**src/rtl/adcc_pkg.sv**
```systemverilog
// adcc_pkg: constants and types of the converter control wrapper
// assumes a 32-bit Avalon-MM slave, one register per aligned word, byte address = 4 * index
package adcc_pkg;
   // register indices; byte address is four times the index
   localparam logic [7:0] IDX_CONTROL_A      = 8'h00;
   localparam logic [7:0] IDX_EVENT_CONTROL  = 8'h03;
   localparam logic [7:0] IDX_IRQ_EN_CLEAR   = 8'h04;
   localparam logic [7:0] IDX_IRQ_EN_SET     = 8'h05;
   localparam logic [7:0] IDX_IRQ_FLAGS      = 8'h06;
   localparam logic [7:0] IDX_INPUT_SELECT   = 8'h08;
   localparam logic [7:0] IDX_CONTROL_C      = 8'h0a;
   localparam logic [7:0] IDX_AVERAGING      = 8'h0c;
   localparam logic [7:0] IDX_SAMPLE_TIME    = 8'h0d;
   localparam logic [7:0] IDX_WIN_LOW        = 8'h0e;
   localparam logic [7:0] IDX_WIN_HIGH       = 8'h10;
   localparam logic [7:0] IDX_GAIN_CORR      = 8'h12;
   localparam logic [7:0] IDX_OFFSET_CORR    = 8'h14;
   localparam logic [7:0] IDX_SOFT_TRIGGER   = 8'h18;
   localparam logic [7:0] IDX_SYNC_BUSY      = 8'h20;
   localparam logic [7:0] IDX_RESULT         = 8'h24;

   // control_a fields
   localparam int CA_SOFT_RESET = 0;
   localparam int CA_ENABLE     = 1;
   localparam int CA_RUN_STDBY  = 6;
   localparam int CA_ON_REQUEST = 7;
   localparam logic [7:0] CA_MASK = 8'hc3;

   // soft_trigger fields
   localparam int ST_FLUSH = 0;
   localparam int ST_START = 1;

   // sync_busy bit positions; buffered registers occupy bits 2..9 in index order
   localparam int SB_SOFT_RESET = 0;
   localparam int SB_ENABLE     = 1;
   localparam int SB_BUF_BASE   = 2;
   localparam int SB_SOFT_TRIG  = 10;
   localparam int NUM_BUF       = 8;

   // double-buffered register table: index and implemented bits
   localparam logic [NUM_BUF-1:0][7:0] BUF_IDX = {IDX_OFFSET_CORR, IDX_GAIN_CORR, IDX_WIN_HIGH, IDX_WIN_LOW,
                                                  IDX_SAMPLE_TIME, IDX_AVERAGING, IDX_CONTROL_C, IDX_INPUT_SELECT};
   localparam logic [NUM_BUF-1:0][15:0] BUF_MASK = {16'h0fff, 16'h0fff, 16'hffff, 16'hffff,
                                                   16'h00bf, 16'h007f, 16'h3fff, 16'h1f1f};

   // timing
   localparam int CLK_PERIOD_NS  = 10;
   localparam int SYNC_STAGES    = 2;      // converter-side transfer latency in cycles
   localparam int STARTUP_NS     = 1000;   // analog start-up delay
   localparam int STARTUP_CYCLES = (STARTUP_NS + CLK_PERIOD_NS - 1) / CLK_PERIOD_NS;

   // interrupt sources
   typedef struct packed {
      logic window_match;
      logic overrun;
      logic result_ready;
   } adcc_irq_t;

   // event control fields
   typedef struct packed {
      logic window_match_out;
      logic result_ready_out;
      logic start_invert;
      logic flush_invert;
      logic start_in;
      logic flush_in;
   } adcc_event_control_t;

   // conversion sequencer states
   typedef enum logic [1:0] {
      ST_OFF,
      ST_WARM,
      ST_READY,
      ST_CONV
   } adcc_state_t;
endpackage : adcc_pkg

```
**src/rtl/adcc_ctrl.sv**
```systemverilog
// adcc_ctrl: result fifo and control wrapper of the converter core
// assumes an Avalon-MM master on clk, an analog core on clk, asynchronous event lines
//
// The implementer's own choices: the Avalon-MM register port and the address map.
`timescale 1ns/1ps

////////////////////////////////////////////////////////////////////////////////
// result fifo with valid/ready on both sides
module adcc_fifo #(
   parameter int WIDTH = 16,
   parameter int DEPTH = 16
) (
   input  wire logic             clk,
   input  wire logic             rst,
   input  wire logic             flush,
   input  wire logic             in_valid,
   output logic                  in_ready,
   input  wire logic [WIDTH-1:0] in_data,
   output logic                  out_valid,
   input  wire logic             out_ready,
   output logic      [WIDTH-1:0] out_data
);
   localparam int AW = $clog2(DEPTH);
   logic [WIDTH-1:0] mem_q [DEPTH];
   logic [AW-1:0]    wr_q;
   logic [AW-1:0]    rd_q;
   logic [AW:0]      cnt_q;
   logic             push;
   logic             pop;

   // honest full and empty from the occupancy count
   assign in_ready  = (cnt_q != (AW+1)'(DEPTH));
   assign out_valid = (cnt_q != '0);
   assign push      = in_valid && in_ready;
   assign pop       = out_valid && out_ready;
   assign out_data  = mem_q[rd_q];

   // storage
   always_ff @(posedge clk) begin
      if (push) begin
         mem_q[wr_q] <= in_data;
      end
   end

   // pointers and count
   always_ff @(posedge clk) begin
      if (rst || flush) begin
         wr_q  <= '0;
         rd_q  <= '0;
         cnt_q <= '0;
      end else begin
         if (push) wr_q <= (wr_q == AW'(DEPTH-1)) ? '0 : wr_q + 1'b1;
         if (pop) rd_q <= (rd_q == AW'(DEPTH-1)) ? '0 : rd_q + 1'b1;
         cnt_q <= cnt_q + (AW+1)'(push) - (AW+1)'(pop);
      end
   end
endmodule : adcc_fifo

////////////////////////////////////////////////////////////////////////////////
// top: bus slave, interrupts, events, sleep control and write synchronisation
module adcc_ctrl #(
   parameter int N_EV_START = 1,
   parameter int N_EV_FLUSH = 1,
   parameter int FIFO_DEPTH = 16,
   parameter int STARTUP    = adcc_pkg::STARTUP_CYCLES
) (
   input  wire logic                    clk,
   input  wire logic                    rst,
   // avalon-mm slave
   input  wire logic [9:0]              avs_address,
   input  wire logic                    avs_read,
   input  wire logic                    avs_write,
   input  wire logic [31:0]             avs_writedata,
   output logic      [31:0]             avs_readdata,
   output logic                         avs_waitrequest,
   // system side
   output logic                         dma_request,
   output logic                         irq,
   output logic                         wake_request,
   input  wire logic                    standby,
   input  wire logic [N_EV_START-1:0]   ev_start_in,
   input  wire logic [N_EV_FLUSH-1:0]   ev_flush_in,
   output logic                         ev_result_ready_out,
   output logic                         ev_window_match_out,
   // analog core side
   output logic                         core_power,
   output logic                         core_start,
   output logic                         core_flush,
   output logic [adcc_pkg::NUM_BUF-1:0][15:0] core_config,
   input  wire logic                    core_result_valid,
   input  wire logic                    core_avg_last,
   input  wire logic                    core_window_match,
   input  wire logic [15:0]             core_result_data,
   output logic                         core_result_ready
);
   logic [7:0]              idx;
   logic                    ack_q;
   logic                    wr_acc;
   logic                    rd_acc;
   logic                    srst;
   logic [7:0]              ctrl_a_q;
   logic                    enable_q;
   logic [$clog2(adcc_pkg::SYNC_STAGES+1)-1:0] en_cnt_q;
   logic [$clog2(adcc_pkg::SYNC_STAGES+1)-1:0] sr_cnt_q;
   logic                    sr_pend_q;
   adcc_pkg::adcc_event_control_t  evc_q;
   adcc_pkg::adcc_irq_t     flags_q;
   adcc_pkg::adcc_irq_t     irq_en_q;
   adcc_pkg::adcc_irq_t     flag_set;
   logic [adcc_pkg::NUM_BUF-1:0][15:0] shadow_q;
   logic [adcc_pkg::NUM_BUF-1:0]       buf_busy_q;
   logic [1:0]              trig_pend_q;
   logic                    stby_busy_q;
   logic                    standby_q;
   logic [N_EV_START-1:0]   st_m_q;
   logic [N_EV_START-1:0]   st_s_q;
   logic [N_EV_FLUSH-1:0]   fl_m_q;
   logic [N_EV_FLUSH-1:0]   fl_s_q;
   logic                    st_lvl_q;
   logic                    fl_lvl_q;
   logic                    st_lvl;
   logic                    fl_lvl;
   logic                    flush_req;
   logic                    start_req;
   logic                    run_ok;
   logic                    push;
   logic                    conv_end;
   logic                    pend_start_q;
   logic [$clog2(STARTUP+1)-1:0] warm_q;
   adcc_pkg::adcc_state_t   state_q;
   logic                    fifo_valid;
   logic [15:0]             fifo_data;
   logic [31:0]             rdata;
   logic [10:0]             sync_busy;

   // byte address to register index; the two low address bits are ignored
   assign idx    = avs_address[9:2];
   assign wr_acc = avs_write && ack_q;
   assign rd_acc = avs_read && ack_q;
   // one wait cycle per access; the access completes on the second edge
   assign avs_waitrequest = (avs_read || avs_write) && !ack_q;

   always_ff @(posedge clk) begin
      if (rst) ack_q <= 1'b0;
      else     ack_q <= (avs_read || avs_write) && !ack_q;
   end

   // soft reset applied once its synchronisation completes
   assign srst = rst || (sr_pend_q && sr_cnt_q == '0);

   ////////////////////////////////////////////////////////////////////////////
   // control_a: enable and soft reset pass a fixed transfer delay
   always_ff @(posedge clk) begin
      if (srst) begin
         ctrl_a_q  <= '0;
         enable_q  <= 1'b0;
         en_cnt_q  <= '0;
         sr_pend_q <= 1'b0;
         sr_cnt_q  <= '0;
      end else begin
         if (wr_acc && idx == adcc_pkg::IDX_CONTROL_A) begin
            ctrl_a_q <= avs_writedata[7:0] & adcc_pkg::CA_MASK & ~8'h01;
            en_cnt_q <= ($bits(en_cnt_q))'(adcc_pkg::SYNC_STAGES);
            if (avs_writedata[adcc_pkg::CA_SOFT_RESET]) begin
               sr_pend_q <= 1'b1;
               sr_cnt_q  <= ($bits(sr_cnt_q))'(adcc_pkg::SYNC_STAGES - 1);
            end
         end else if (en_cnt_q != '0) begin
            en_cnt_q <= en_cnt_q - 1'b1;
            if (en_cnt_q == ($bits(en_cnt_q))'(1)) enable_q <= ctrl_a_q[adcc_pkg::CA_ENABLE];
         end
         if (sr_pend_q && sr_cnt_q != '0) sr_cnt_q <= sr_cnt_q - 1'b1;
      end
   end

   // core may run only when enabled and standby permits it
   assign run_ok = enable_q && (!standby || ctrl_a_q[adcc_pkg::CA_RUN_STDBY]);

   ////////////////////////////////////////////////////////////////////////////
   // event control and interrupt enables
   always_ff @(posedge clk) begin
      if (srst) begin
         evc_q    <= '0;
         irq_en_q <= '0;
      end else if (wr_acc) begin
         if (idx == adcc_pkg::IDX_EVENT_CONTROL) evc_q <= avs_writedata[5:0];
         if (idx == adcc_pkg::IDX_IRQ_EN_SET)    irq_en_q <= irq_en_q | avs_writedata[2:0];
         if (idx == adcc_pkg::IDX_IRQ_EN_CLEAR)  irq_en_q <= irq_en_q & ~avs_writedata[2:0];
      end
   end

   // flags: write one clears, a coincident set wins
   always_ff @(posedge clk) begin
      if (srst) flags_q <= '0;
      else if (wr_acc && idx == adcc_pkg::IDX_IRQ_FLAGS) flags_q <= (flags_q & ~avs_writedata[2:0]) | flag_set;
      else flags_q <= flags_q | flag_set;
   end

   assign irq = |(flags_q & irq_en_q);
   // overrun is deliberately left out of the wake-up sources
   assign wake_request = standby && ((flags_q.result_ready && irq_en_q.result_ready) ||
                                     (flags_q.window_match && irq_en_q.window_match));

   ////////////////////////////////////////////////////////////////////////////
   // buffered configuration: bus shadow copy, moved to the core when it is not converting or on a result
   always_ff @(posedge clk) begin
      if (srst) begin
         shadow_q    <= '0;
         core_config <= '0;
         buf_busy_q  <= '0;
      end else begin
         for (int i = 0; i < adcc_pkg::NUM_BUF; i++) begin
            if (wr_acc && idx == adcc_pkg::BUF_IDX[i]) begin
               shadow_q[i]   <= avs_writedata[15:0] & adcc_pkg::BUF_MASK[i];
               buf_busy_q[i] <= 1'b1;
            end else if (buf_busy_q[i] && (state_q != adcc_pkg::ST_CONV || push)) begin
               core_config[i] <= shadow_q[i];
               buf_busy_q[i]  <= 1'b0;
            end
         end
      end
   end

   // soft trigger: pending bits taken by the sequencer next cycle; busy forced after standby exit
   always_ff @(posedge clk) begin
      if (srst) begin
         trig_pend_q <= '0;
         stby_busy_q <= 1'b0;
         standby_q   <= 1'b0;
      end else begin
         standby_q <= standby;
         if (wr_acc && idx == adcc_pkg::IDX_SOFT_TRIGGER) trig_pend_q <= avs_writedata[1:0];
         else trig_pend_q <= '0;
         if (standby_q && !standby) stby_busy_q <= 1'b1;
         else if (push) stby_busy_q <= 1'b0;
      end
   end

   assign sync_busy = {(trig_pend_q != '0) || stby_busy_q, buf_busy_q, en_cnt_q != '0, sr_pend_q};

   ////////////////////////////////////////////////////////////////////////////
   // event inputs: two-flop synchronisers, then combine, invert and detect edges
   always_ff @(posedge clk) begin
      if (rst) begin
         st_m_q   <= '0;
         st_s_q   <= '0;
         fl_m_q   <= '0;
         fl_s_q   <= '0;
         st_lvl_q <= 1'b0;
         fl_lvl_q <= 1'b0;
      end else begin
         st_m_q   <= ev_start_in;
         st_s_q   <= st_m_q;
         fl_m_q   <= ev_flush_in;
         fl_s_q   <= fl_m_q;
         st_lvl_q <= st_lvl;
         fl_lvl_q <= fl_lvl;
      end
   end

   assign st_lvl = (|st_s_q) ^ evc_q.start_invert;
   assign fl_lvl = (|fl_s_q) ^ evc_q.flush_invert;

   assign flush_req = (fl_lvl && !fl_lvl_q && evc_q.flush_in) || trig_pend_q[adcc_pkg::ST_FLUSH];
   assign start_req = ((st_lvl && !st_lvl_q && evc_q.start_in) || trig_pend_q[adcc_pkg::ST_START])
                      && !flush_req;

   ////////////////////////////////////////////////////////////////////////////
   // conversion sequencer with power control
   assign conv_end = (state_q == adcc_pkg::ST_CONV) && core_result_valid && core_avg_last;

   always_ff @(posedge clk) begin
      if (srst) begin
         state_q      <= adcc_pkg::ST_OFF;
         warm_q       <= '0;
         pend_start_q <= 1'b0;
         core_start   <= 1'b0;
         core_flush   <= 1'b0;
      end else begin
         core_start <= 1'b0;
         core_flush <= flush_req && run_ok;
         case (state_q)
            adcc_pkg::ST_OFF: begin
               if (run_ok && (!ctrl_a_q[adcc_pkg::CA_ON_REQUEST] || start_req)) begin
                  state_q      <= adcc_pkg::ST_WARM;
                  warm_q       <= ($bits(warm_q))'(STARTUP);
                  pend_start_q <= start_req;
               end
            end
            adcc_pkg::ST_WARM: begin
               if (!run_ok) state_q <= adcc_pkg::ST_OFF;
               else begin
                  if (start_req) pend_start_q <= 1'b1;
                  if (flush_req) pend_start_q <= 1'b0;
                  if (warm_q > ($bits(warm_q))'(1)) warm_q <= warm_q - 1'b1;
                  else if ((pend_start_q || start_req) && !flush_req) begin
                     state_q    <= adcc_pkg::ST_CONV;
                     core_start <= 1'b1;
                  end else if (ctrl_a_q[adcc_pkg::CA_ON_REQUEST] && flush_req) state_q <= adcc_pkg::ST_OFF;
                  else state_q <= adcc_pkg::ST_READY;
               end
            end
            adcc_pkg::ST_READY: begin
               if (!run_ok) state_q <= adcc_pkg::ST_OFF;
               else if (start_req) begin
                  state_q    <= adcc_pkg::ST_CONV;
                  core_start <= 1'b1;
               end
            end
            adcc_pkg::ST_CONV: begin
               if (!run_ok) state_q <= adcc_pkg::ST_OFF;
               else if (conv_end || flush_req) begin
                  // on-request mode drops analog power after every conversion
                  state_q <= ctrl_a_q[adcc_pkg::CA_ON_REQUEST] ? adcc_pkg::ST_OFF : adcc_pkg::ST_READY;
               end
            end
            default: state_q <= adcc_pkg::ST_OFF;
         endcase
      end
   end

   assign core_power = (state_q != adcc_pkg::ST_OFF);

   ////////////////////////////////////////////////////////////////////////////
   // results: only the last sample of an averaging run enters the fifo
   assign push = core_result_valid && core_avg_last && core_result_ready;
   assign flag_set.result_ready = push;
   assign flag_set.window_match = push && core_window_match;
   assign flag_set.overrun      = core_result_valid && core_avg_last && !core_result_ready;

   adcc_fifo #(
      .WIDTH (16),
      .DEPTH (FIFO_DEPTH)
   ) u_fifo (
      .clk       (clk),
      .rst       (srst),
      .flush     (1'b0),
      .in_valid  (core_result_valid && core_avg_last),
      .in_ready  (core_result_ready),
      .in_data   (core_result_data),
      .out_valid (fifo_valid),
      .out_ready (rd_acc && idx == adcc_pkg::IDX_RESULT),
      .out_data  (fifo_data)
   );

   assign dma_request = fifo_valid;

   // output events, one-cycle pulses
   always_ff @(posedge clk) begin
      if (srst) begin
         ev_result_ready_out <= 1'b0;
         ev_window_match_out <= 1'b0;
      end else begin
         ev_result_ready_out <= push && evc_q.result_ready_out;
         ev_window_match_out <= push && core_window_match && evc_q.window_match_out;
      end
   end

   ////////////////////////////////////////////////////////////////////////////
   // read mux; unmapped words read zero
   always_comb begin
      rdata = '0;
      case (idx)
         adcc_pkg::IDX_CONTROL_A:     rdata[7:0]  = {ctrl_a_q[7:2], enable_q, sr_pend_q};
         adcc_pkg::IDX_EVENT_CONTROL: rdata[5:0]  = evc_q;
         adcc_pkg::IDX_IRQ_EN_CLEAR:  rdata[2:0]  = irq_en_q;
         adcc_pkg::IDX_IRQ_EN_SET:    rdata[2:0]  = irq_en_q;
         adcc_pkg::IDX_IRQ_FLAGS:     rdata[2:0]  = flags_q;
         adcc_pkg::IDX_SYNC_BUSY:     rdata[10:0] = sync_busy;
         adcc_pkg::IDX_RESULT:        rdata[15:0] = fifo_valid ? fifo_data : 16'h0000;
         default: begin
            for (int i = 0; i < adcc_pkg::NUM_BUF; i++) begin
               if (idx == adcc_pkg::BUF_IDX[i]) rdata[15:0] = shadow_q[i];
            end
         end
      endcase
   end

   always_ff @(posedge clk) begin
      if (rst) avs_readdata <= '0;
      else if (avs_read && !ack_q) avs_readdata <= rdata;
   end
endmodule : adcc_ctrl

```
**config.mk**
```make
export PLATFORM = sky130hd
export DESIGN_NAME = adcc_ctrl
export DESIGN_NICKNAME = d
export VERILOG_FILES = /design/src/rtl/adcc_pkg.sv /design/src/rtl/adcc_ctrl.sv
export SDC_FILE = /design/constraint.sdc
export NUM_CORES = 1
export LEC_CHECK = 0
export ABC_AREA = 1
export BUFFER_PORTS_ARGS = -buffer_cell sky130_fd_sc_hd__buf_4
export CORE_MARGIN = 1
export CORE_UTILIZATION = 40
export CTS_BUF_LIST = sky130_fd_sc_hd__clkbuf_16
export DETAILED_ROUTE_END_ITERATION = 6
export RECOVER_POWER = 25
export SLEW_MARGIN = 20
export SYNTH_ARGS = -nofsm -noshare
export SYNTH_HDL_FRONTEND = slang
export SYNTH_HIERARCHICAL = 1
export SYNTH_SLANG_ARGS = --single-unit
export TNS_END_PERCENT = 100
```
**constraint.sdc**
```tcl
create_clock -name clk -period 2.5 [get_ports clk]
set_input_delay 0.125 -clock clk [delete_from_list [all_inputs] [get_ports clk]]
set_output_delay 0.125 -clock clk [all_outputs]
set_load 0.02 [all_outputs]
```
## Word level (Yosys, flattened, before mapping)

Memories as Yosys holds them, arrays and structs flattened. A register that Yosys moved wholly into a read port is not among the register bits.
Cells that the tools add are included.

| storage, ports and cells | value |
|---|---|
| memories | 1 |
| bits in registers | 271 |
| output and inout bits | 170 |
| RAM bits | 256 |

| operators by class | value |
|---|---|
| multiplexer cells | 72 |
| $lt $le $gt $ge | 1 |
| $add $sub $neg | 7 |
| bitwise logic cells | 19 |
| equality and inequality tests | 30 |
| reductions and logical operators | 113 |

Memory list:

| memory | words | bits a word | rd ports | clocked after Yosys merged registers in | write ports | line | source |
|---|---|---|---|---|---|---|---|
| u_fifo.mem_q | 16 | 16 | 1 | 1 | 1 | adcc_ctrl.sv:24 | `logic [WIDTH-1:0] mem_q [DEPTH];` |

Operators by type and width:

| operator | number |
|---|---|
| $mux 16 | 8 |
| $logic_and 1x1->1 | 49 |
| $eq 8x4->1 const B | 5 |
| $reduce_bool 2->1 | 18 |
| $eq 8x5->1 const B | 4 |
| $mux 2 | 15 |
| $mux 1 | 29 |
| $eq 8x3->1 const B | 3 |
| $reduce_and 2->1 | 12 |
| $mux 7 | 3 |
| $pmux 3 s6 | 1 |
| $eq 8x6->1 const B | 2 |
| $mux 4 | 4 |
| $pmux 2 s4 | 2 |
| $pmux 7 s2 | 1 |
| $mux 13 | 1 |
| $pmux 3 s4 | 1 |
| $reduce_and 4->1 | 3 |
| $logic_or 1x1->1 | 11 |
| $not 1->1 | 10 |
| $pmux 5 s2 | 1 |
| $and 3x3->3 | 3 |
| $mux 3 | 3 |
| $ne 3x3->1 const B | 3 |
| other kinds (28) | 50 |

## Longest topological paths before layout

Gate-level depths: netlist of the first run.

| logic depth | value |
|---|---|
| word-level depth | 12 |
| gate-level depth with buffers | 18 |
| mapped depth without buffers | 17 |

## Hierarchy

Netlist of the first run, hierarchy kept.

Modules (own cells, without submodules):

| module | times used | cells each | area an instance (sq um) |
|---|---|---|---|
| adcc_fifo | 1 | 1,085 | 11,481.0 |
| adcc_ctrl | 1 | 1,526 | 11,387.2 |

## Least setup slack after synthesis of the first run

Ideal clock, no wire load.

| timing | value |
|---|---|
| path type | reg2reg |
| start point | register u_fifo.cnt_q[3] |
| end point | register u_fifo.cnt_q[4] |
| setup slack | -39 ps |
| clock period less this slack | 2,539 ps |
| path buffers | 0 |
| required time | 2,387 ps |
| library setup time | 113 ps |
| data arrival time | 2,426 ps |
| stages on the path, launching flop included | 15 |
| cells stage by stage | dfxtp_1 > inv_1 > ha_1 > nand3_1 > nand2_1 > inv_1 > ha_1 > inv_1 > ha_1 > inv_1 > fa_1 > o21ai_0 > a21oi_1 > nor2_1 > nor2_1 |

RTL lines:

| item | line | source |
|---|---|---|
| start: declaration | adcc_ctrl.sv:27 | `logic [AW:0] cnt_q;` |
| start signal: assignment | adcc_ctrl.sv:54 | `cnt_q <= cnt_q + (AW+1)'(push) - (AW+1)'(pop);` |
| $reduce_bool 5->1 | adcc_ctrl.sv:33 | `assign out_valid = (cnt_q != '0);` |
| named net dma_request | adcc_ctrl.sv:77 | `output logic dma_request,` |
| $logic_and 1x1->1 | adcc_ctrl.sv:35 | `assign pop = out_valid && out_ready;` |
| $sub 5x1->5 | adcc_ctrl.sv:54 |  |

The timed path passes the listed nets, and every way through them passes these cells.
A chain may end at the register's enable or synchronous reset.

## Worst setup path in the final report of the first run

| timing | value |
|---|---|
| start point | register u_fifo.cnt_q[2] |
| end point | memory u_fifo.mem_q[1][6], enable pin |

| on the way | value |
|---|---|
| cells in the longest elaborated chain, start to end | 4 |

RTL lines:

| item | line | source |
|---|---|---|
| $ne 5x5->1 | adcc_ctrl.sv:32 | `assign in_ready = (cnt_q != (AW+1)'(DEPTH));` |
| $logic_and 1x1->1 | adcc_ctrl.sv:34 | `assign push = in_valid && in_ready;` |
| named net u_fifo.push | adcc_ctrl.sv:28 | `logic push;` |
| $mux 1 | adcc_ctrl.sv:40 | `if (push) begin` |
| $mux 1 (implied by the code) | adcc_ctrl.sv:41 | `mem_q[wr_q] <= in_data;` |
| end: declaration | adcc_ctrl.sv:24 |  |

The timed path passes the listed nets, and every way through them passes these cells.

==> results of run 1 <==
## worst paths after layout
kind	to	slack, ns
setup / recovery	u_fifo/mem_q[1][6]$_DFFE_PP_	0.18
hold / removal	shadow_q[122]$_SDFFE_PP0P_	0.03
setup reg to reg	u_fifo/mem_q[1][6]$_DFFE_PP_	0.18
hold reg to reg	fl_s_q$_SDFF_PP0_	0.42
## power by group through the flow
stage,combinational [µW],sequential [µW],clock (µW)
6_report,1460,9270,7700
5_1_grt,1630,9290,8180
4_1_cts,1470,9270,7860
3_5_place_dp,1410,9460,0
3_3_place_gp,1370,9460,0
2_1_floorplan,981,9460,0
## worst max-delay path, delay by kind of cell (launching register included)
family | cells | cell delay (ns)
adders and majority gates | 1 | 0.22
and+or+nand+nor | 4 | 0.62
DFF | 1 | 0.33
buffers and inverters | 5 | 0.80
## flip-flops by register name, indices dropped and copies added (netlist names), 3 cells and up, named ones only
register and cells:
avs_readdata 16, u_fifo/mem_q 256, ctrl_a_q 3, u_fifo/wr_q 4, evc_q 6, warm_q 7
u_fifo/cnt_q 5, buf_busy_q 8, shadow_q 94, u_fifo/rd_q 4, core_config 94, flags_q 3
## logic make-up (layout without fill, tap and decap cells)
| group | after synthesis | count (layout) |
|---|---|---|
| adder cells (fa/ha/maj) | 20 | 20 |
| other | 1 | 51 |
| buffers and inverters | 409 | 625 |
| AO/OA/AOI/OAI | 451 | 451 |
| flip-flops | 531 | 531 |
| AND/OR/NAND/NOR | 1193 | 1193 |
| XOR/XNOR | 6 | 6 |
## stage by stage
stage,util (%),instances
after floorplan,-,2661
after global placement,44.3,3485
after detailed placement,44.3,3485
after CTS,48.1,3632
after global routing,48.0,3633
final,48.0,3633
## metal layers
| metal | GRT usage (%) | share of wire [%] | vias to the layer above |
|---|---|---|---|
| met5 | 0 | 0.015 | - |
| met4 | 7.96 | 3.3 | 2 |
| met3 | 3.13 | 5.3 | 131 |
| met2 | 38.3 | 49 | 518 |
| met1 | 28.2 | 42 | 8507 |
| li1 | - | - | 8918 |
## final cells by class
cell class / count / area [µm²]
sequential: 531 / 13200
clock buffer: 55 / 1380
fill: 5421 / 29300
tap: 756 / 946
clock inverter: 46 / 305
multi-input combinational: 1721 / 7980
timing repair buffer: 288 / 2370
inverter: 236 / 900
## what timing repair did
item                                    4_1_cts  5_1_grt
hold buffers                                 46        0
endpoints found under the setup margin        0        6
setup buffers                                 0        1
resized for setup                             0       10
hold endpoints to repair                    368        0
## Yosys cell counts (5+ instances only)
library cell / instances / area, µm²
xor2_1: 5 / 43.8
buf_1: 8 / 30.0
nor2_2: 11 / 68.8
nand2_1: 630 / 2360
nor2_4: 14 / 158
nor2_1: 272 / 1020
dfxtp_1: 275 / 5510
inv_1: 214 / 803
buf_4: 61 / 458
edfxtp_1: 256 / 7690
o21ai_0: 202 / 1010
clkbuf_1: 44 / 165
or2_2: 5 / 31.3
nand2_4: 8 / 90.1
nand3_1: 212 / 1060
nand2_2: 13 / 81.3
buf_6: 11 / 124
nor3_1: 9 / 45.0
buf_2: 48 / 240
a211oi_1: 12 / 90.1
nand4_1: 6 / 37.5
a21oi_1: 189 / 946
ha_1: 19 / 238
o21ai_1: 30 / 150
inv_2: 17 / 63.8
==> impl_metrics.yaml, run 1 <==
outcome:
  run_status: "completed"
synth:
  synth_xor_area_share_pct: 0.230
  sequential_cell_area_fraction_in_the_yosys_report_pct: 57.7
  main_combinational_cell_family_by_area_after_synthesis: "simple AND/OR/NAND/NOR gates"
  synth_warnings: 6
  synth_compound_area_share_pct: 10.3
  yosys_register_bits: 531
  yosysUniqueCellTypes: 47
  synthArstFlopShare_pct: 0
  yosys.area_share.adder_pct: 1.13
  syn_inst: 2611
  synthFlopType: "dfxtp_1"
  synth_simple_gate_area_share_pct: 22.3
  post_synth.cell_area_avg_um2: 8.76
  syn_area_um2: 22900
  count_of_flip_flops_with_a_built_in_enable_after_synthesis: 256
  post_synth_mux_area_share_pct: 0
power:
  finalPower_uw: 18400
  p_int_uw: 13900
  leakage_uw: 0.0110
  p_switching_uw: 4510
  share_seq_of_total_power_pct: 50.3
  pwr-share-comb_pct: 7.9
  power_density_nw_per_um2: 681
  p_clk_share_pct: 41.7
  worst_ir_drop_vdd_v: 0.000583
  switching_share_pct: 24.5
timing:
  fin_ws_ns: 0.177
  setup_repair_after_global_routing_missed_its_margin: "false"
  slew_headroom_pct: 47.5
  timing.final.max_slew_violations: 0
  fin_hold_ws_ns: 0.0292
  worst-slew-pin-transition_ns: 0.788
  highest_clock_frequency_the_design_can_meet_mhz: 431
  setup_violations: 0
  timing.final.hold_violations: 0
  totalNegativeSetupSlack_ns: 0
  timing.final.crit_share_pct: 92.9
  finalWorstPathRequiredPeriod_ns: 2.32
  clock-skew-final_ns: 0.0181
grt:
  global_route_wire_length_before_repair_um: 97900
  maximum_number_of_pins_on_one_net_before_global_route_repair: 79
  global_route.overflow_total: 0
  first_global_vias: 16826
  grt_antenna_before_repair: 1
  grtUsageTotal_pct: 22.2
cells_and_area:
  layout-drive-gt1-share_pct: 13.6
  fin_nets: 2921
  commonest_non_fill_non_tap_cell_in_the_layout: "nand2_1"
  layout.cell_area.non_filler_um2: 27100
  areaGrowthSynthToFinish_pct: 18.4
  most-common-layout-cells: "629 x nand2_1, 274 x dfxtp_1, 271 x nor2_1"
  total_inserted_antenna_cells: 0
place:
  placement.setup.worst_slack_ns: 0.00565
  gp_congestion: 0.963
  port_buffers: 169
  hpwl_um: 44500
  place_area_um2: 25000
setup_path:
  worst_r2r_path_depth: 10
  worstPathRequired_ns: 2.78
  timing.critical_path.cells: "inv_1 > ha_1 > nand3_1 > buf_4 > nand2_1 > inv_2 > buf_4 > nand2_1 > nor2_1 > buf_4"
  setup.worst_path.start_class: "register"
  crit-reg2reg-launch: "u_fifo/cnt_q[2]$_SDFF_PP0_"
  critPathLaunch: "u_fifo/cnt_q[2]$_SDFF_PP0_"
  critical_path_peak_fanout: 14
  endpoint_class_of_the_critical_path: "register"
  arrival_ns: 2.60
  crit_slowest_cell: "buf_4"
  ws_path_type: "register to register"
  timing.critical_path.slowest_cell_delay_ns: 0.35
  critPathMostFrequentCell: "buf_4"
cts:
  cts_buffers: 55
  tritoncts_clock_tree: "done"
  htree_levels: 2
  cts_root_buffer: "clkbuf_16"
  worst_setup_hold_path_clk_slew_ns: 0.06
  clock_insertion_delay_worst_skew_ns: 0.62
  clock-sinks: 531
  cts.path.max_buffers: 3
route:
  detail-route-antenna-nets: 0
  dr_total_vias: 18076
  drcViolationCount: 0
  routed_via_density: 4.98
  firstDrtPassIters: 5
  totalWireLength_um: 65500
  wl_per_cell_um: 18.0
  detail_route.iter0.violations: 1360
floorplan:
  ios: 238
  dieArea_um2: 58100
  placement_rows: 87
  initial_utilization_pct: 40.6
  fp.dieH_um: 241
  core_area_um2: 56400
  floorplan.die.width_um: 241
job:
  maxCapViolations: 0
worst_hold_path:
  min-delay-start: "avs_address[4]"
  min_delay_path_depth: 5
  hold_path.class: "input port to register"
No activity file was read; power rests on OpenSTA's default activity.
==> run 2: changes to the inputs <==
--- a/config.mk
+++ b/config.mk
@@ -10,8 +10,10 @@
 export CORE_MARGIN = 1
 export CORE_UTILIZATION = 40
 export CTS_BUF_LIST = sky130_fd_sc_hd__clkbuf_16
+export CTS_CLUSTER_DIAMETER = 40
 export DETAILED_ROUTE_END_ITERATION = 6
-export RECOVER_POWER = 25
+export PLACE_DENSITY_LB_ADDON = 0.15
+export RECOVER_POWER = 50
 export SLEW_MARGIN = 20
 export SYNTH_ARGS = -nofsm -noshare
 export SYNTH_HDL_FRONTEND = slang
==> impl_metrics.yaml, run 2 (synthesized netlist as in run 1, its figures left out) <==
timing:
  setup_repair_after_global_routing_missed_its_margin: "false"
  totalNegativeSetupSlack_ns: 0
  fin_ws_ns: 0.237
  timing.final.hold_violations: 0
  timing.final.crit_share_pct: 90.5
  setup_violations: 0
  highest_clock_frequency_the_design_can_meet_mhz: 442
  slew_headroom_pct: 30.0
  worst-slew-pin-transition_ns: 1.05
  finalWorstPathRequiredPeriod_ns: 2.26
  timing.final.max_slew_violations: 0
  clock-skew-final_ns: 0.0176
route:
  detail-route-antenna-nets: 0
  totalWireLength_um: 68200
  wl_per_cell_um: 18.5
  firstDrtPassIters: 5
  dr_total_vias: 18466
  drcViolationCount: 0
  detail_route.iter0.violations: 1546
  routed_via_density: 5.01
place:
  port_buffers: 169
  place_area_um2: 24900
  hpwl_um: 44700
  gp_congestion: 0.942
  placement.setup.worst_slack_ns: 0.0169
cts:
  tritoncts_clock_tree: "done"
  cts_root_buffer: "clkbuf_16"
  htree_levels: 3
  clock-sinks: 531
  cts_buffers: 86
  worst_setup_hold_path_clk_slew_ns: 0.05
  cts_setup_buffers: 0
  clock_insertion_delay_worst_skew_ns: 0.62
  cts.path.max_buffers: 3
setup_path:
  worst_r2r_path_depth: 12
  endpoint_class_of_the_critical_path: "register"
  arrival_ns: 2.80
  setup.worst_path.start_class: "register"
  critical_path_peak_fanout: 12
  timing.critical_path.cells: "inv_1 > ha_2 > nand3_2 > clkbuf_1 > inv_1 > nor2_4 > nand2_1 > o21ai_2 > nor2_1 > nor2_1 > nand2_1 > a21oi_2"
  worstPathRequired_ns: 3.03
  timing.critical_path.slowest_cell_delay_ns: 0.42
  crit_slowest_cell: "clkbuf_1"
  ws_path_type: "register to register"
grt:
  global_route_wire_length_before_repair_um: 101000
  grt_antenna_before_repair: 2
  first_global_vias: 17273
  grtUsageTotal_pct: 23.2
  global_route.overflow_total: 0
  maximum_number_of_pins_on_one_net_before_global_route_repair: 175
cells_and_area:
  most-common-layout-cells: "629 x nand2_1, 274 x dfxtp_1, 270 x nor2_1"
  areaGrowthSynthToFinish_pct: 22.2
  layout.cell_area.non_filler_um2: 27900
  commonest_non_fill_non_tap_cell_in_the_layout: "nand2_1"
  max_reg_flops: 256
  layout-drive-gt1-share_pct: 11.8
  fin_nets: 2945
  total_inserted_antenna_cells: 0
  top_regs: "u_fifo/mem_q (256), core_config (94), shadow_q (94)"
  top_register: "u_fifo/mem_q"
power:
  leakage_uw: 0.0111
  worst_ir_drop_vdd_v: 0.000739
  power_density_nw_per_um2: 830
job:
  maxCapViolations: 0
floorplan:
  dieArea_um2: 58100
  ios: 238
  initial_utilization_pct: 40.6
  fp.dieH_um: 241
  core_area_um2: 56400
  placement_rows: 87
  floorplan.die.width_um: 241
outcome:
  run_status: "completed"
worst_hold_path:
  min_delay_path_depth: 6
  hold_path.class: "input port to register"
## run 2: area by class of cell
class	instances	area, µm²
tap	756	946
fill	5430	28400
inverter	236	901
timing repair buffer	281	1840
multi-input combinational	1721	7990
clock buffer	91	2280
clock inverter	70	792
sequential	531	13200
## run 2: worst paths after layout
kind / startpoint / endpoint / slack [ns]
worst max-delay path: u_fifo/cnt_q[2]$_SDFF_PP0_ / avs_readdata[10]$_SDFFE_PP0P_ / 0.24
worst min-delay path: avs_address[8] / shadow_q[112]$_SDFFE_PP0P_ / 0.04
worst max register to register: u_fifo/cnt_q[2]$_SDFF_PP0_ / avs_readdata[10]$_SDFFE_PP0P_ / 0.24
worst min register to register: st_m_q$_SDFF_PP0_ / st_s_q$_SDFF_PP0_ / 0.42
## run 2: repair_timing
action / 4_1_cts / 5_1_grt
resized for setup: 0 / 15
endpoints found under the setup margin: 0 / 57
hold endpoints to repair: 368 / 0
hold buffers: 44 / 0
## run 2: power by group
part           switching, µW  internal [µW]  total, µW  leakage, µW
Sequential              74.0           9210       9290      0.00453
Combinational            971            472       1440      0.00508
Clock                   4570           7910      12500      0.00150
## run 2: metal layers
metal  vias to the layer above  global-route usage, %  share of wire, %
li1                       9022                      -                 -
met1                      8694                   30.5                43
met2                       629                   37.7                47
met3                       119                   4.23               7.0
met4                         2                   9.30               3.1
met5                         -                      0             0.019
## run 2: metrics by stage
step	utilization [%]	total power [µW]	instances	hold WS, ns
6_report	49.6	23200	3686	0.0429
5_1_grt	49.6	24000	3686	0.0507
4_1_cts	50.4	23500	3686	0.00928
3_5_place_dp	44.2	10900	3481	0.341
3_3_place_gp	44.2	10800	3481	0.342
2_1_floorplan	-	10400	2661	0.224
## run 2: critical path, delay by kind of cell (launching register included)
family / cells / cell delay (ns)
AND/OR/NAND/NOR: 6 / 0.79
flip-flops: 1 / 0.35
buffers and inverters: 3 / 0.64
adder cells (fa/ha/maj): 1 / 0.20
AO/OA/AOI/OAI: 2 / 0.19
==> run 3: changes to the inputs <==
--- a/config.mk
+++ b/config.mk
@@ -8,12 +8,13 @@
 export ABC_AREA = 1
 export BUFFER_PORTS_ARGS = -buffer_cell sky130_fd_sc_hd__buf_4
 export CORE_MARGIN = 1
-export CORE_UTILIZATION = 40
+export CORE_UTILIZATION = 28
 export CTS_BUF_LIST = sky130_fd_sc_hd__clkbuf_16
 export CTS_CLUSTER_DIAMETER = 40
 export DETAILED_ROUTE_END_ITERATION = 6
 export PLACE_DENSITY_LB_ADDON = 0.15
 export RECOVER_POWER = 50
+export REMOVE_ABC_BUFFERS = 1
 export SLEW_MARGIN = 20
 export SYNTH_ARGS = -nofsm -noshare
 export SYNTH_HDL_FRONTEND = slang
==> impl_metrics.yaml, run 3 (synthesized netlist as in run 1, its figures left out) <==
cts:
  clock_insertion_delay_worst_skew_ns: 0.63
  worst_setup_hold_path_clk_slew_ns: 0.05
  cts.path.max_buffers: 3
  clock-sinks: 531
  htree_levels: 3
  cts_buffers: 93
  cts_root_buffer: "clkbuf_16"
  tritoncts_clock_tree: "done"
  cts_setup_buffers: 0
place:
  place_area_um2: 25500
  gp_congestion: 0.841
  port_buffers: 169
  hpwl_um: 49300
floorplan:
  dieArea_um2: 82800
  initial_utilization_pct: 28.3
  floorplan.die.width_um: 288
  ios: 238
  fp.dieH_um: 288
  placement_rows: 104
  core_area_um2: 80700
timing:
  highest_clock_frequency_the_design_can_meet_mhz: 422
  timing.final.hold_violations: 0
  timing.final.crit_share_pct: 94.9
  setup_violations: 0
  slew_headroom_pct: 30.3
  totalNegativeSetupSlack_ns: 0
  timing.final.max_slew_violations: 0
  finalWorstPathRequiredPeriod_ns: 2.37
  worst-slew-pin-transition_ns: 1.05
  clock-skew-final_ns: 0.0263
  setup_repair_after_global_routing_missed_its_margin: "false"
cells_and_area:
  filler_cell_count: 8341
  commonest_non_fill_non_tap_cell_in_the_layout: "nand2_1"
  max_reg_flops: 256
  layout.cell_area.non_filler_um2: 28600
  fin_nets: 2968
  areaGrowthSynthToFinish_pct: 25.2
  total_inserted_antenna_cells: 0
  layout-drive-gt1-share_pct: 11.8
  top_register: "u_fifo/mem_q"
  top_regs: "u_fifo/mem_q (256), core_config (94), shadow_q (94)"
  most-common-layout-cells: "631 x nand2_1, 274 x dfxtp_1, 270 x nor2_1"
worst_hold_path:
  hold_path.class: "input port to register"
  min_delay_path_depth: 5
grt:
  global_route_wire_length_before_repair_um: 108000
  grtUsageTotal_pct: 17.5
  maximum_number_of_pins_on_one_net_before_global_route_repair: 87
  global_route.overflow_total: 0
  first_global_vias: 17563
  grt_antenna_before_repair: 2
setup_path:
  endpoint_class_of_the_critical_path: "register"
  worst_path_dominant_cell_family: "buffers and inverters"
  critPathMostFrequentCell: "nand2_1"
  critical_path_peak_fanout: 16
  total_stage_count_of_the_critical_path: 14
  worstPathRequired_ns: 3.05
  crit_slowest_cell: "dlygate4sd3_1"
  timing.critical_path.buf_inv: 5
  arrival_ns: 2.93
  ws_path_type: "input port to register"
  setup.worst_path.start_class: "input port"
  timing.critical_path.slowest_cell_delay_ns: 0.61
  timing.critical_path.cells: "dlygate4sd3_1 > clkbuf_1 > buf_4 > nor2_4 > nand3_2 > dlygate4sd3_1 > nor2_4 > buf_6 > nand2_1 > o21ai_0 > nor2_1 > nand2_1 > nand2_1 > a21oi_2"
  worst_r2r_path_depth: 7
route:
  drcViolationCount: 53
  routed_via_density: 4.57
  totalWireLength_um: 73600
  detail_route.iter0.violations: 1368
  firstDrtPassIters: 7
  detail-route-antenna-nets: 0
  wl_per_cell_um: 18.3
  dr_total_vias: 18334
power:
  pwr-share-comb_pct: 6.2
  switching_share_pct: 23.8
  p_switching_uw: 5580
  p_clk_share_pct: 54.1
  worst_ir_drop_vdd_v: 0.000433
  share_seq_of_total_power_pct: 39.7
  leakage_uw: 0.0112
  power_density_nw_per_um2: 818
  p_int_uw: 17800
outcome:
  run_status: "finished, violations left"
  failing_checks: "DRC"
job:
  maxCapViolations: 0
## run 3: routing by layer
metal | share of wire [%] | up-vias | wire [µm] | GRT usage, %
met1 | 46 | 8636 | 34000 | 23.8
met4 | 2.7 | 4 | 1950 | 6.08
met3 | 5.4 | 129 | 3950 | 2.94
met2 | 46 | 482 | 33600 | 27.9
met5 | 0.035 | - | 26 | 0
li1 | - | 9083 | - | -
## run 3: power by group through the flow
stage | sequential [µW] | combinational [µW] | clock, µW
after floorplan | 9460 | 909 | 0
after global placement | 9460 | 1420 | 0
after detailed placement | 9460 | 1440 | 0
after CTS | 9290 | 1500 | 13000
after global routing | 9300 | 1640 | 13300
final | 9300 | 1450 | 12700
## run 3: timing repair
action | in CTS | in global routing
hold endpoints to repair | 366 | 0
hold buffers | 45 | 0
endpoints found under the setup margin | 0 | 19
gates resized for setup | 0 | 8
## run 3: cell type report
class,count,area [µm²],area share [%]
multi-input combinational,1721,7950,27.8
clock inverter,75,778,2.72
inverter,236,895,3.13
timing repair buffer,297,2080,7.25
clock buffer,96,2400,8.39
tap,1060,1330,4.63
sequential,531,13200,46.1
## run 3: metrics by stage
| stage | util, % | worst slack [ns] | total power, µW | hold slack [ns] | instances |
|---|---|---|---|---|---|
| after floorplan | - | -6.74 | 10400 | 0.187 | 2488 |
| after global placement | 31.6 | -0.0108 | 10900 | 0.355 | 3800 |
| after detailed placement | 31.6 | 0.00633 | 10900 | 0.355 | 3800 |
| after CTS | 36.1 | 0.0374 | 23800 | 0.0173 | 4016 |
| after global routing | 35.5 | 0.00809 | 24300 | 0.0525 | 4016 |
| final | 35.5 | 0.128 | 23400 | 0.0722 | 4016 |
## run 3: tightest hold or removal path, delay by kind of cell
kind,cells,cell delay [ns]
buffers and inverters,1,0.11
and+or+nand+nor,4,0.40
## run 3: final timing paths
kind	startpoint	end	slack [ns]
setup / recovery	avs_address[2]	avs_readdata[10]$_SDFFE_PP0P_	0.13
hold / removal	core_avg_last	ev_result_ready_out$_SDFF_PP0_	0.07
setup reg to reg	ack_q$_SDFF_PP0_	sr_cnt_q[0]$_SDFFE_PP0P_	0.14
hold reg to reg	fl_m_q$_SDFF_PP0_	fl_s_q$_SDFF_PP0_	0.40
